==> src/llpc_pkg.sv <==
package llpc_pkg;

  ////////////////////////////////////////////////////////////////////////
  // loop control bit positions and placement encodings

  localparam int LOOP_ANALOG_BIT = 0;
  localparam int LOOP_REMOTE_BIT = 1;
  localparam int LOOP_DIGITAL_BIT = 2;
  localparam int LOOP_AUTO_BIT = 3;
  localparam logic PLACE_RX = 1'b0;
  localparam logic PLACE_TX = 1'b1;

  ////////////////////////////////////////////////////////////////////////
  // status register 0 layout

  localparam int STATUS_REG0_W = 8;
  localparam int STATUS_REG0_AUTO_BIT = 7;
  localparam logic [7:0] STATUS_REG0_RESET = 8'h00;

  ////////////////////////////////////////////////////////////////////////
  // data levels

  localparam logic AIS_LEVEL = 1'b1;
  localparam logic DATA_RESET = 1'b0;

  ////////////////////////////////////////////////////////////////////////
  // inband code persistence timing

  localparam int CLK_HZ = 20000000;
  localparam int HOLD_TIME_MS = 5100;
  localparam int HOLD_CYC = HOLD_TIME_MS * (CLK_HZ / 1000);
  localparam int HOLD_W = 27;

  ////////////////////////////////////////////////////////////////////////
  // automatic loop states

  typedef enum logic [3:0] {
    AUTO_IDLE = 4'b0001,
    AUTO_ARM = 4'b0010,
    AUTO_LOOPED = 4'b0100,
    AUTO_DISARM = 4'b1000
  } llpc_auto_state_t;

endpackage

==> src/llpc_line_loopback.sv <==
`timescale 1ns/1ps

module llpc_line_loopback #(
  parameter int HOLD_CYCLES = llpc_pkg::HOLD_CYC
) (
  // clock and reset
  input wire logic clk,
  input wire logic reset,
  // loop controls
  input wire logic analog_loop_enable,
  input wire logic remote_loop_enable,
  input wire logic digital_loop_enable,
  input wire logic auto_loop_enable,
  input wire logic detector_place_select,
  // inband code detector levels, on the placed path
  input wire logic inband_code_act,
  input wire logic inband_code_deact,
  // line bit rate enable
  input wire logic bit_en,
  // data sources
  input wire logic rx_line_data,
  input wire logic tx_sys_data,
  // diagnostic generators
  input wire logic rx_pat_gen_en,
  input wire logic rx_pat_gen_data,
  input wire logic rx_ais_gen_en,
  input wire logic tx_pat_gen_en,
  input wire logic tx_pat_gen_data,
  input wire logic tx_ais_gen_en,
  // steered data
  output logic rx_sys_data,
  output logic tx_line_data,
  // detector feeds
  output logic rx_err_det_data,
  output logic rx_los_det_data,
  output logic tx_det_data,
  output logic pattern_det_data,
  // mode and status
  output logic analog_active,
  output logic remote_active,
  output logic digital_active,
  output logic tx_clock_ignore,
  output logic auto_loop_active_flag,
  output logic [llpc_pkg::STATUS_REG0_W-1:0] status_reg0
);

  ////////////////////////////////////////////////////////////////////////
  // helpers

  function automatic logic pick(input logic sel, input logic a,
                                input logic b);
    pick = sel ? a : b;
  endfunction

  ////////////////////////////////////////////////////////////////////////
  // automatic loop state machine

  localparam logic [llpc_pkg::HOLD_W-1:0] HOLD_LAST =
    llpc_pkg::HOLD_W'(HOLD_CYCLES - 1);

  llpc_pkg::llpc_auto_state_t auto_q;
  llpc_pkg::llpc_auto_state_t auto_d;
  logic [llpc_pkg::HOLD_W-1:0] hold_q;
  logic type_q;
  logic hold_done;
  logic auto_rem;
  logic auto_dig;
  logic arm_ok;

  assign hold_done = hold_q == HOLD_LAST;
  // auto remote cannot arm under manual digital or analog
  assign arm_ok = !analog_loop_enable &&
    (detector_place_select == llpc_pkg::PLACE_TX ||
     !digital_loop_enable);

  always_comb begin
    auto_d = auto_q;
    case (auto_q)
      llpc_pkg::AUTO_IDLE: begin
        if (inband_code_act && arm_ok) begin
          auto_d = llpc_pkg::AUTO_ARM;
        end
      end
      llpc_pkg::AUTO_ARM: begin
        if (!inband_code_act || !arm_ok) begin
          auto_d = llpc_pkg::AUTO_IDLE;
        end else if (hold_done) begin
          auto_d = llpc_pkg::AUTO_LOOPED;
        end
      end
      llpc_pkg::AUTO_LOOPED: begin
        if (inband_code_deact) begin
          auto_d = llpc_pkg::AUTO_DISARM;
        end
      end
      llpc_pkg::AUTO_DISARM: begin
        if (!inband_code_deact) begin
          auto_d = llpc_pkg::AUTO_LOOPED;
        end else if (hold_done) begin
          auto_d = llpc_pkg::AUTO_IDLE;
        end
      end
      default: auto_d = llpc_pkg::AUTO_IDLE;
    endcase
    // disabling auto, or manual digital under auto remote, drops it
    if (!auto_loop_enable) begin
      auto_d = llpc_pkg::AUTO_IDLE;
    end else if (auto_rem && digital_loop_enable) begin
      auto_d = llpc_pkg::AUTO_IDLE;
    end
  end

  always_ff @(posedge clk or posedge reset) begin
    if (reset) begin
      auto_q <= llpc_pkg::AUTO_IDLE;
    end else begin
      auto_q <= auto_d;
    end
  end

  // counter restarts on every state change, so each hold is timed afresh
  always_ff @(posedge clk or posedge reset) begin
    if (reset) begin
      hold_q <= '0;
    end else if (auto_d != auto_q || hold_done) begin
      hold_q <= '0;
    end else if (auto_q == llpc_pkg::AUTO_ARM ||
                 auto_q == llpc_pkg::AUTO_DISARM) begin
      hold_q <= hold_q + 1'b1;
    end
  end

  // loop type latched at arming; placement must not move meanwhile
  always_ff @(posedge clk or posedge reset) begin
    if (reset) begin
      type_q <= llpc_pkg::PLACE_RX;
    end else if (auto_q == llpc_pkg::AUTO_IDLE) begin
      type_q <= detector_place_select;
    end
  end

  assign auto_loop_active_flag = auto_q == llpc_pkg::AUTO_LOOPED ||
    auto_q == llpc_pkg::AUTO_DISARM;
  assign auto_rem = auto_loop_active_flag && type_q == llpc_pkg::PLACE_RX;
  assign auto_dig = auto_loop_active_flag && type_q == llpc_pkg::PLACE_TX;

  ////////////////////////////////////////////////////////////////////////
  // effective loop modes

  assign analog_active = analog_loop_enable;
  assign remote_active = !analog_loop_enable &&
    (remote_loop_enable || auto_rem);
  assign digital_active = !analog_loop_enable &&
    (digital_loop_enable || auto_dig);
  assign tx_clock_ignore = remote_active;

  ////////////////////////////////////////////////////////////////////////
  // path steering

  logic tx_line_d;
  logic rx_sys_d;
  logic rx_in;
  logic dual;

  assign dual = remote_active && digital_active;

  always_comb begin
    if (dual) begin
      // auto dual drops tx pattern; manual dual puts looped above it
      tx_line_d = rx_line_data;
    end else if (remote_active) begin
      tx_line_d = pick(tx_pat_gen_en, tx_pat_gen_data,
                       rx_line_data);
    end else if (digital_active || analog_active) begin
      // data always present, so AIS below data never reaches the line
      tx_line_d = pick(tx_pat_gen_en, tx_pat_gen_data,
                       tx_sys_data);
    end else begin
      tx_line_d = pick(tx_pat_gen_en, tx_pat_gen_data,
                       pick(tx_ais_gen_en, llpc_pkg::AIS_LEVEL,
                            tx_sys_data));
    end
  end

  // analog loop takes the shaper input, not the line
  assign rx_in = analog_active ? tx_line_d : rx_line_data;

  always_comb begin
    if (digital_active) begin
      rx_sys_d = pick(rx_pat_gen_en, rx_pat_gen_data,
                      tx_sys_data);
    end else if (analog_active) begin
      rx_sys_d = pick(rx_pat_gen_en, rx_pat_gen_data, rx_in);
    end else begin
      rx_sys_d = pick(rx_pat_gen_en, rx_pat_gen_data,
                      pick(rx_ais_gen_en, llpc_pkg::AIS_LEVEL,
                           rx_line_data));
    end
  end

  ////////////////////////////////////////////////////////////////////////
  // registered outputs, data and detector feeds advanced on the bit enable, status every clock

  logic rx_err_d;

  assign rx_err_d = digital_active ? tx_sys_data : rx_in;

  always_ff @(posedge clk or posedge reset) begin
    if (reset) begin
      rx_sys_data <= llpc_pkg::DATA_RESET;
      tx_line_data <= llpc_pkg::DATA_RESET;
    end else if (bit_en) begin
      rx_sys_data <= rx_sys_d;
      tx_line_data <= tx_line_d;
    end
  end

  always_ff @(posedge clk or posedge reset) begin
    if (reset) begin
      rx_err_det_data <= llpc_pkg::DATA_RESET;
      rx_los_det_data <= llpc_pkg::DATA_RESET;
      tx_det_data <= llpc_pkg::DATA_RESET;
      pattern_det_data <= llpc_pkg::DATA_RESET;
    end else if (bit_en) begin
      rx_err_det_data <= rx_err_d;
      rx_los_det_data <= rx_in;
      tx_det_data <= tx_sys_data;
      pattern_det_data <= pick(detector_place_select == llpc_pkg::PLACE_TX,
                               tx_sys_data, rx_err_d);
    end
  end

  always_ff @(posedge clk or posedge reset) begin
    if (reset) begin
      status_reg0 <= llpc_pkg::STATUS_REG0_RESET;
    end else begin
      status_reg0 <= llpc_pkg::STATUS_REG0_RESET;
      status_reg0[llpc_pkg::STATUS_REG0_AUTO_BIT] <=
        auto_loop_active_flag;
    end
  end
endmodule // llpc_line_loopback

==> config.mk <==
export PLATFORM = sky130hd
export DESIGN_NAME = llpc_line_loopback
export DESIGN_NICKNAME = d
export VERILOG_FILES = /design/src/llpc_pkg.sv /design/src/llpc_line_loopback.sv
export SDC_FILE = /design/constraint.sdc
export NUM_CORES = 1
export LEC_CHECK = 0
export BUFFER_PORTS_ARGS = -buffer_cell sky130_fd_sc_hd__clkbuf_2
export CORE_MARGIN = 3
export CORE_UTILIZATION = 41
export CTS_CLUSTER_DIAMETER = 60
export DETAILED_ROUTE_END_ITERATION = 12
export PLACE_DENSITY = 0.57
export REMOVE_ABC_BUFFERS = 1
export SETUP_SLACK_MARGIN = 0.5
export SYNTH_ARGS = -nofsm -noshare
export SYNTH_HDL_FRONTEND = slang
export SYNTH_SLANG_ARGS = --single-unit
export TNS_END_PERCENT = 50
==> constraint.sdc <==
create_clock -name clk -period 6.34 [get_ports clk]
set_input_delay 1.268 -clock clk [delete_from_list [all_inputs] [get_ports clk]]
set_output_delay 1.268 -clock clk [all_outputs]
set_load 0.005 [all_outputs]
### After elaboration in Yosys (flattened, before gate mapping)

Cells that the tools add are included.

* logic and storage cells: 66
* output and inout port bits: 19
* flip-flop bits (word level): 39

* reductions and logical operators: 21
* add/sub/neg operators: 1
* mux-type cells: 27
* eq/ne operators: 6
* bitwise operators: 1

Operators with widths (number)
* two-way mux 27 bit: 2
* two-way mux 4 bit: 8
* adder 27 x 1 -> 27 bit, second input constant: 1
* == test 27 bit, second input constant: 1
* two-way mux 1 bit: 16
* case mux 4 bit (4 select lines): 1
* logical AND 1 bit: 8
* logical OR 1 bit: 8
* == test 4 x 1 -> 1 bit, second input constant: 1
* == test 4 x 2 -> 1 bit, second input constant: 1
* == test 4 x 3 -> 1 bit, second input constant: 1
* == test 4 bit, second input constant: 1
* logical NOT 1 bit: 4
* != test 4 bit: 1
* nonzero test 2 bit: 1
* NOT 1 bit: 1

### Longest topological paths before layout

* word-level depth: 13
* gate-level depth with buffers: 7
* gate-level depth less buffers: 5

### Least setup slack after synthesis

OpenSTA, ideal clock, no wires.

* path kind: input to output
* start: input port analog_loop_enable
* end: output port tx_clock_ignore
* setup slack: 3.356 ns
* required time: 5.072 ns
* buffers on the path: 1
* stages: 3
* arrival: 1.716 ns
* cells stage by stage: nor2_1 a32o_1 buf_4

* longest elaborated chain between the ends: 2

Ends and longest elaborated chain
* start, declared: line llpc_line_loopback.sv:10 `input wire logic analog_loop_enable,`
* logical NOT 1 bit: line llpc_line_loopback.sv:151 `assign remote_active = !analog_loop_enable &&`
* logical AND 1 bit: line llpc_line_loopback.sv:151
* end, declared: line llpc_line_loopback.sv:42 `output logic tx_clock_ignore,`

No other way between the ends.

### Worst setup path in the final report

* start: input port digital_loop_enable
* end: output port digital_active

* longest elaborated chain between the ends: 2

Ends and longest elaborated chain
* start, declared: line llpc_line_loopback.sv:12 `input wire logic digital_loop_enable,`
* logical OR 1 bit: line llpc_line_loopback.sv:154 `(digital_loop_enable || auto_dig);`
* logical AND 1 bit: line llpc_line_loopback.sv:153 `assign digital_active = !analog_loop_enable &&`
* end, declared: line llpc_line_loopback.sv:41 `output logic digital_active,`

No other way between the ends.

==> results.md <==
* Max stage delay on crit path at roughly 0.28 ns
* Initial antenna violation count at 0
* Gr usage total at 0.164
* DP HPWL at 3490 um
* TritonCTS clock tree: yes
* Port buffer count at 29
* Number of global-route vias before repair at 1,793
* Final Routed Wirelength at about 5000 um
* Resize count post-CTS at 0
* Worst slew pin tran at 1.12 ns
* Die Height at 82.7 um
* Clk Latency, worst-skew pair at 0.29 ns
* Vias at 1,923
* Slew margin rel. at 0.252
* Data arrival, critical path at 1.95 ns
* Ys async rst share at 1.00
* H-tree depth at 2
* CTS max path bufs at 2
* IO Pins at 37
* Core area at 0.00561 mm2
* Post-CTS setup buffers at 0
* Seq. cell area at a little under 0.001 mm2
* Min-Delay Path Class: register to register
* GRT overflow at 0
* CP endpoint kind: output pin
* Slew Limit Fails at 0
* EDFF count, synth at 0
* Slowest-stage cell, CP: a31oi_1
* Clock Power Share at 0.334
* CP top delay family: compound AO/OA/AOI/OAI gates
* Cell-internal power at between 300 and 400 uW
* Fmax at about 310 MHz
* Avg Vias per Cell at 5.28
* Final Hold Fails at 0
* First-pass GRT wire length at 8590 um
* Routed Antenna Nets at 0
* Sw Pwr at 132 uW
* Root Driver: clkbuf_8
* Synth unique cells at 50
* Mapped Avg Cell Area at 8.93 um2
* Comb pwr share at 0.130
* Syn. warnings at 0
* Lkg Pwr at about 0.0011 uW
* Setup total negative slack at 0 ns
* Area delta synth->final at 8.19%
* Worst-path fanout max at 6
* Startpoint Class: input port
* Switch share at 0.270
* Multi-input gate area at ~0.0013 mm2
* Global placer's final weighted congestion at 0.837
* Number of remaining DRC errors at 0
* Wire per inst at 13.8 um
* Final critical-path required period at between 3 and 4 ns
* Status: finished clean
* Seq/Total Area, Yosys at 0.405
* Post-Syn Area at around 0.0024 mm2
* Filler Cell Count at just under 600
* CTS Hold Buffers Added at 0
* Seq pwr share at 0.536
* Fin crit share at 0.508
* Total of max-cap violations at 0
* Clock slew at reported path FFs at 0.07 ns
* Initial Util at 0.430
* Final net count at between 300 and 400
* Ratio of cells with drive above 1 in the final layout at 0.164
* Crit path kind: input port to output pin
* Die ar. at about 0.007 mm2
* DIE WIDTH at 82.7 um
* Post-layout util at 0.465
* Drt first pass iters at 4
* PwrDens at around 190 mW/mm2
* Row cnt at 27
* Setup Skew at a little over 0.007 ns
* Synth Register Bits at 39
* Largest net degree at the start of global routing at 40
* Cells along the critical path: clkbuf_2, a31oi_1, nor2_1, clkbuf_2
* Most numerous cell on the critical path: clkbuf_2
* Finish-stage setup viols at 0
* Bufs and invs on worst path at 2
* Maximum vdd drop at ~0.000090 V
* Iter 0 DRT Violations at between 60 and 70
* Post-synth top flop: dfrtp_1
* RSZ-0062 raised after global routing: false
* CTS buffer count at 5
* Clk sinks at 39
* Inserted Diodes at 0
* CP Data Required Time at 5.07 ns
* Gate count of the mapped netlist at 270
-- cell usage in the layout, fill, tap and decap left out, drive strengths merged, types with 3 or more instances in the layout --
cell | synthesis | layout
a21oi | 6 | 6
a31oi | 3 | 3
and3 | 3 | 3
and4 | 4 | 4
clkbuf | 7 | 36
conb | 1 | 7
dfrtp | 38 | 38
inv | 12 | 12
nand2 | 16 | 16
nand3 | 15 | 15
nand4 | 8 | 8
nor2 | 40 | 40
nor2b | 6 | 6
nor3 | 8 | 8
nor4 | 13 | 13
o21ai | 4 | 4
or2 | 4 | 4
or3 | 4 | 4
xnor2 | 25 | 25
xor2 | 4 | 4
-- power groups by stage --
| stage | Combinational, uW | Sequential (uW) | Clock, uW |
|---|---|---|---|
| floorplan | 39.0 | 266 | 0 |
| global placement | 64.3 | 267 | 0 |
| detailed placement | 64.6 | 267 | 0 |
| CTS | 64.5 | 262 | 170 |
| global route | 72.6 | 263 | 177 |
| finish | 63.5 | 262 | 163 |
-- synth_stat cells, types with 2 or more instances --
cell type / number / area share
dfrtp_1: 38 / 0.39
nor2_1: 38 / 0.059
xnor2_1: 25 / 0.091
nand2_1: 16 / 0.025
nand3_1: 15 / 0.031
inv_1: 12 / 0.019
nor4_1: 12 / 0.031
buf_4: 9 / 0.028
nand4_1: 8 / 0.021
nor3_1: 8 / 0.017
clkbuf_1: 7 / 0.011
a21oi_1: 6 / 0.012
nor2b_1: 6 / 0.016
and4_1: 4 / 0.015
buf_6: 4 / 0.019
o21ai_0: 4 / 0.0083
or2_2: 4 / 0.010
or3_1: 4 / 0.010
xor2_1: 4 / 0.015
a31oi_1: 3 / 0.0078
and3_1: 3 / 0.0078
a211oi_1: 2 / 0.0062
and2b_1: 2 / 0.0062
buf_2: 2 / 0.0041
mux2_2: 2 / 0.0093
nand2b_1: 2 / 0.0052
nor2_2: 2 / 0.0052
nor4b_1: 2 / 0.0073
nor4bb_1: 2 / 0.0083
o221ai_1: 2 / 0.0073
o22ai_1: 2 / 0.0052
o31ai_1: 2 / 0.0062
-- final timing paths --
kind / from / endpoint / slack [ns] / depth (start not counted)
setup / recovery: digital_loop_enable / digital_active / 3.12 / 4
hold / removal: rx_err_det_data$_DFFE_PP0P_ / rx_err_det_data$_DFFE_PP0P_ / 0.51 / 2
setup reg to reg: auto_q[1]$_DFF_PP0_ / hold_q[16]$_DFFE_PP0P_ / 3.78 / 5
hold reg to reg: rx_err_det_data$_DFFE_PP0P_ / rx_err_det_data$_DFFE_PP0P_ / 0.51 / 2
max in group asynchronous: reset / auto_q[0]$_DFF_PP1_ / 4.91 / 3
min in group asynchronous: reset / hold_q[20]$_DFFE_PP0P_ / 1.07 / 3
-- state kept, by name, indices dropped and copies added (netlist names) --
name	cells
hold_q	27
auto_q	4
pattern_det_data	1
rx_err_det_data	1
rx_los_det_data	1
rx_sys_data	1
status_reg0	1
tx_det_data	1
tx_line_data	1
type_q	1
-- layout make-up --
| type | count | share of cell area |
|---|---|---|
| clock buffer | 7 | 0.0292 |
| clock inverter | 1 | 0.00192 |
| inverter | 12 | 0.0173 |
| multi-input combinational | 203 | 0.484 |
| sequential | 39 | 0.374 |
| tap | 72 | 0.0345 |
| timing repair buffer | 30 | 0.0585 |
-- layer usage --
layer / share of wire / track usage / vias up / routed length [um]
met1: 0.50 / 0.234 / 912 / 2510
li1: - / - / 977 / -
met5: 0 / 0 / - / 0
met2: 0.46 / 0.251 / 29 / 2310
met3: 0.028 / 0.0325 / 5 / 138
met4: 0.0096 / 0.0458 / 0 / 48
-- logic make-up (layout without fill, tap and decap cells) --
group / after synthesis / count (layout) / share of synthesized area
AOI/OAI and AO/OA: 29 / 29 / 0.0903
xor gates and xnor gates: 29 / 29 / 0.105
adders and majority gates: 1 / 1 / 0.00519
buffers and inverters: 34 / 50 / 0.0804
DFF: 39 / 39 / 0.405
muxes: 3 / 3 / 0.0135
other: 1 / 7 / 0.00155
and+or+nand+nor: 134 / 134 / 0.299
-- metrics by stage --
stage               total power, uW  hold WS, ns  cell area, um2  setup slack [ns]  instances
detailed placement              331        0.505            2530              2.98        356
global placement                331        0.489            2530              3.05        356
finish                          488        0.511            2610              3.12        364
global route                    513        0.545            2610              3.06        364
CTS                             497        0.524            2610              3.12        364
floorplan                       305        0.493            2290              3.49        254
-- worst min-delay path, cell delays in order, from the launching register on --
cell,delay (ns)
dfrtp_1,0.35
nand2b_1,0.06
nand3_1,0.07
(Power assumes the default switching activity.)
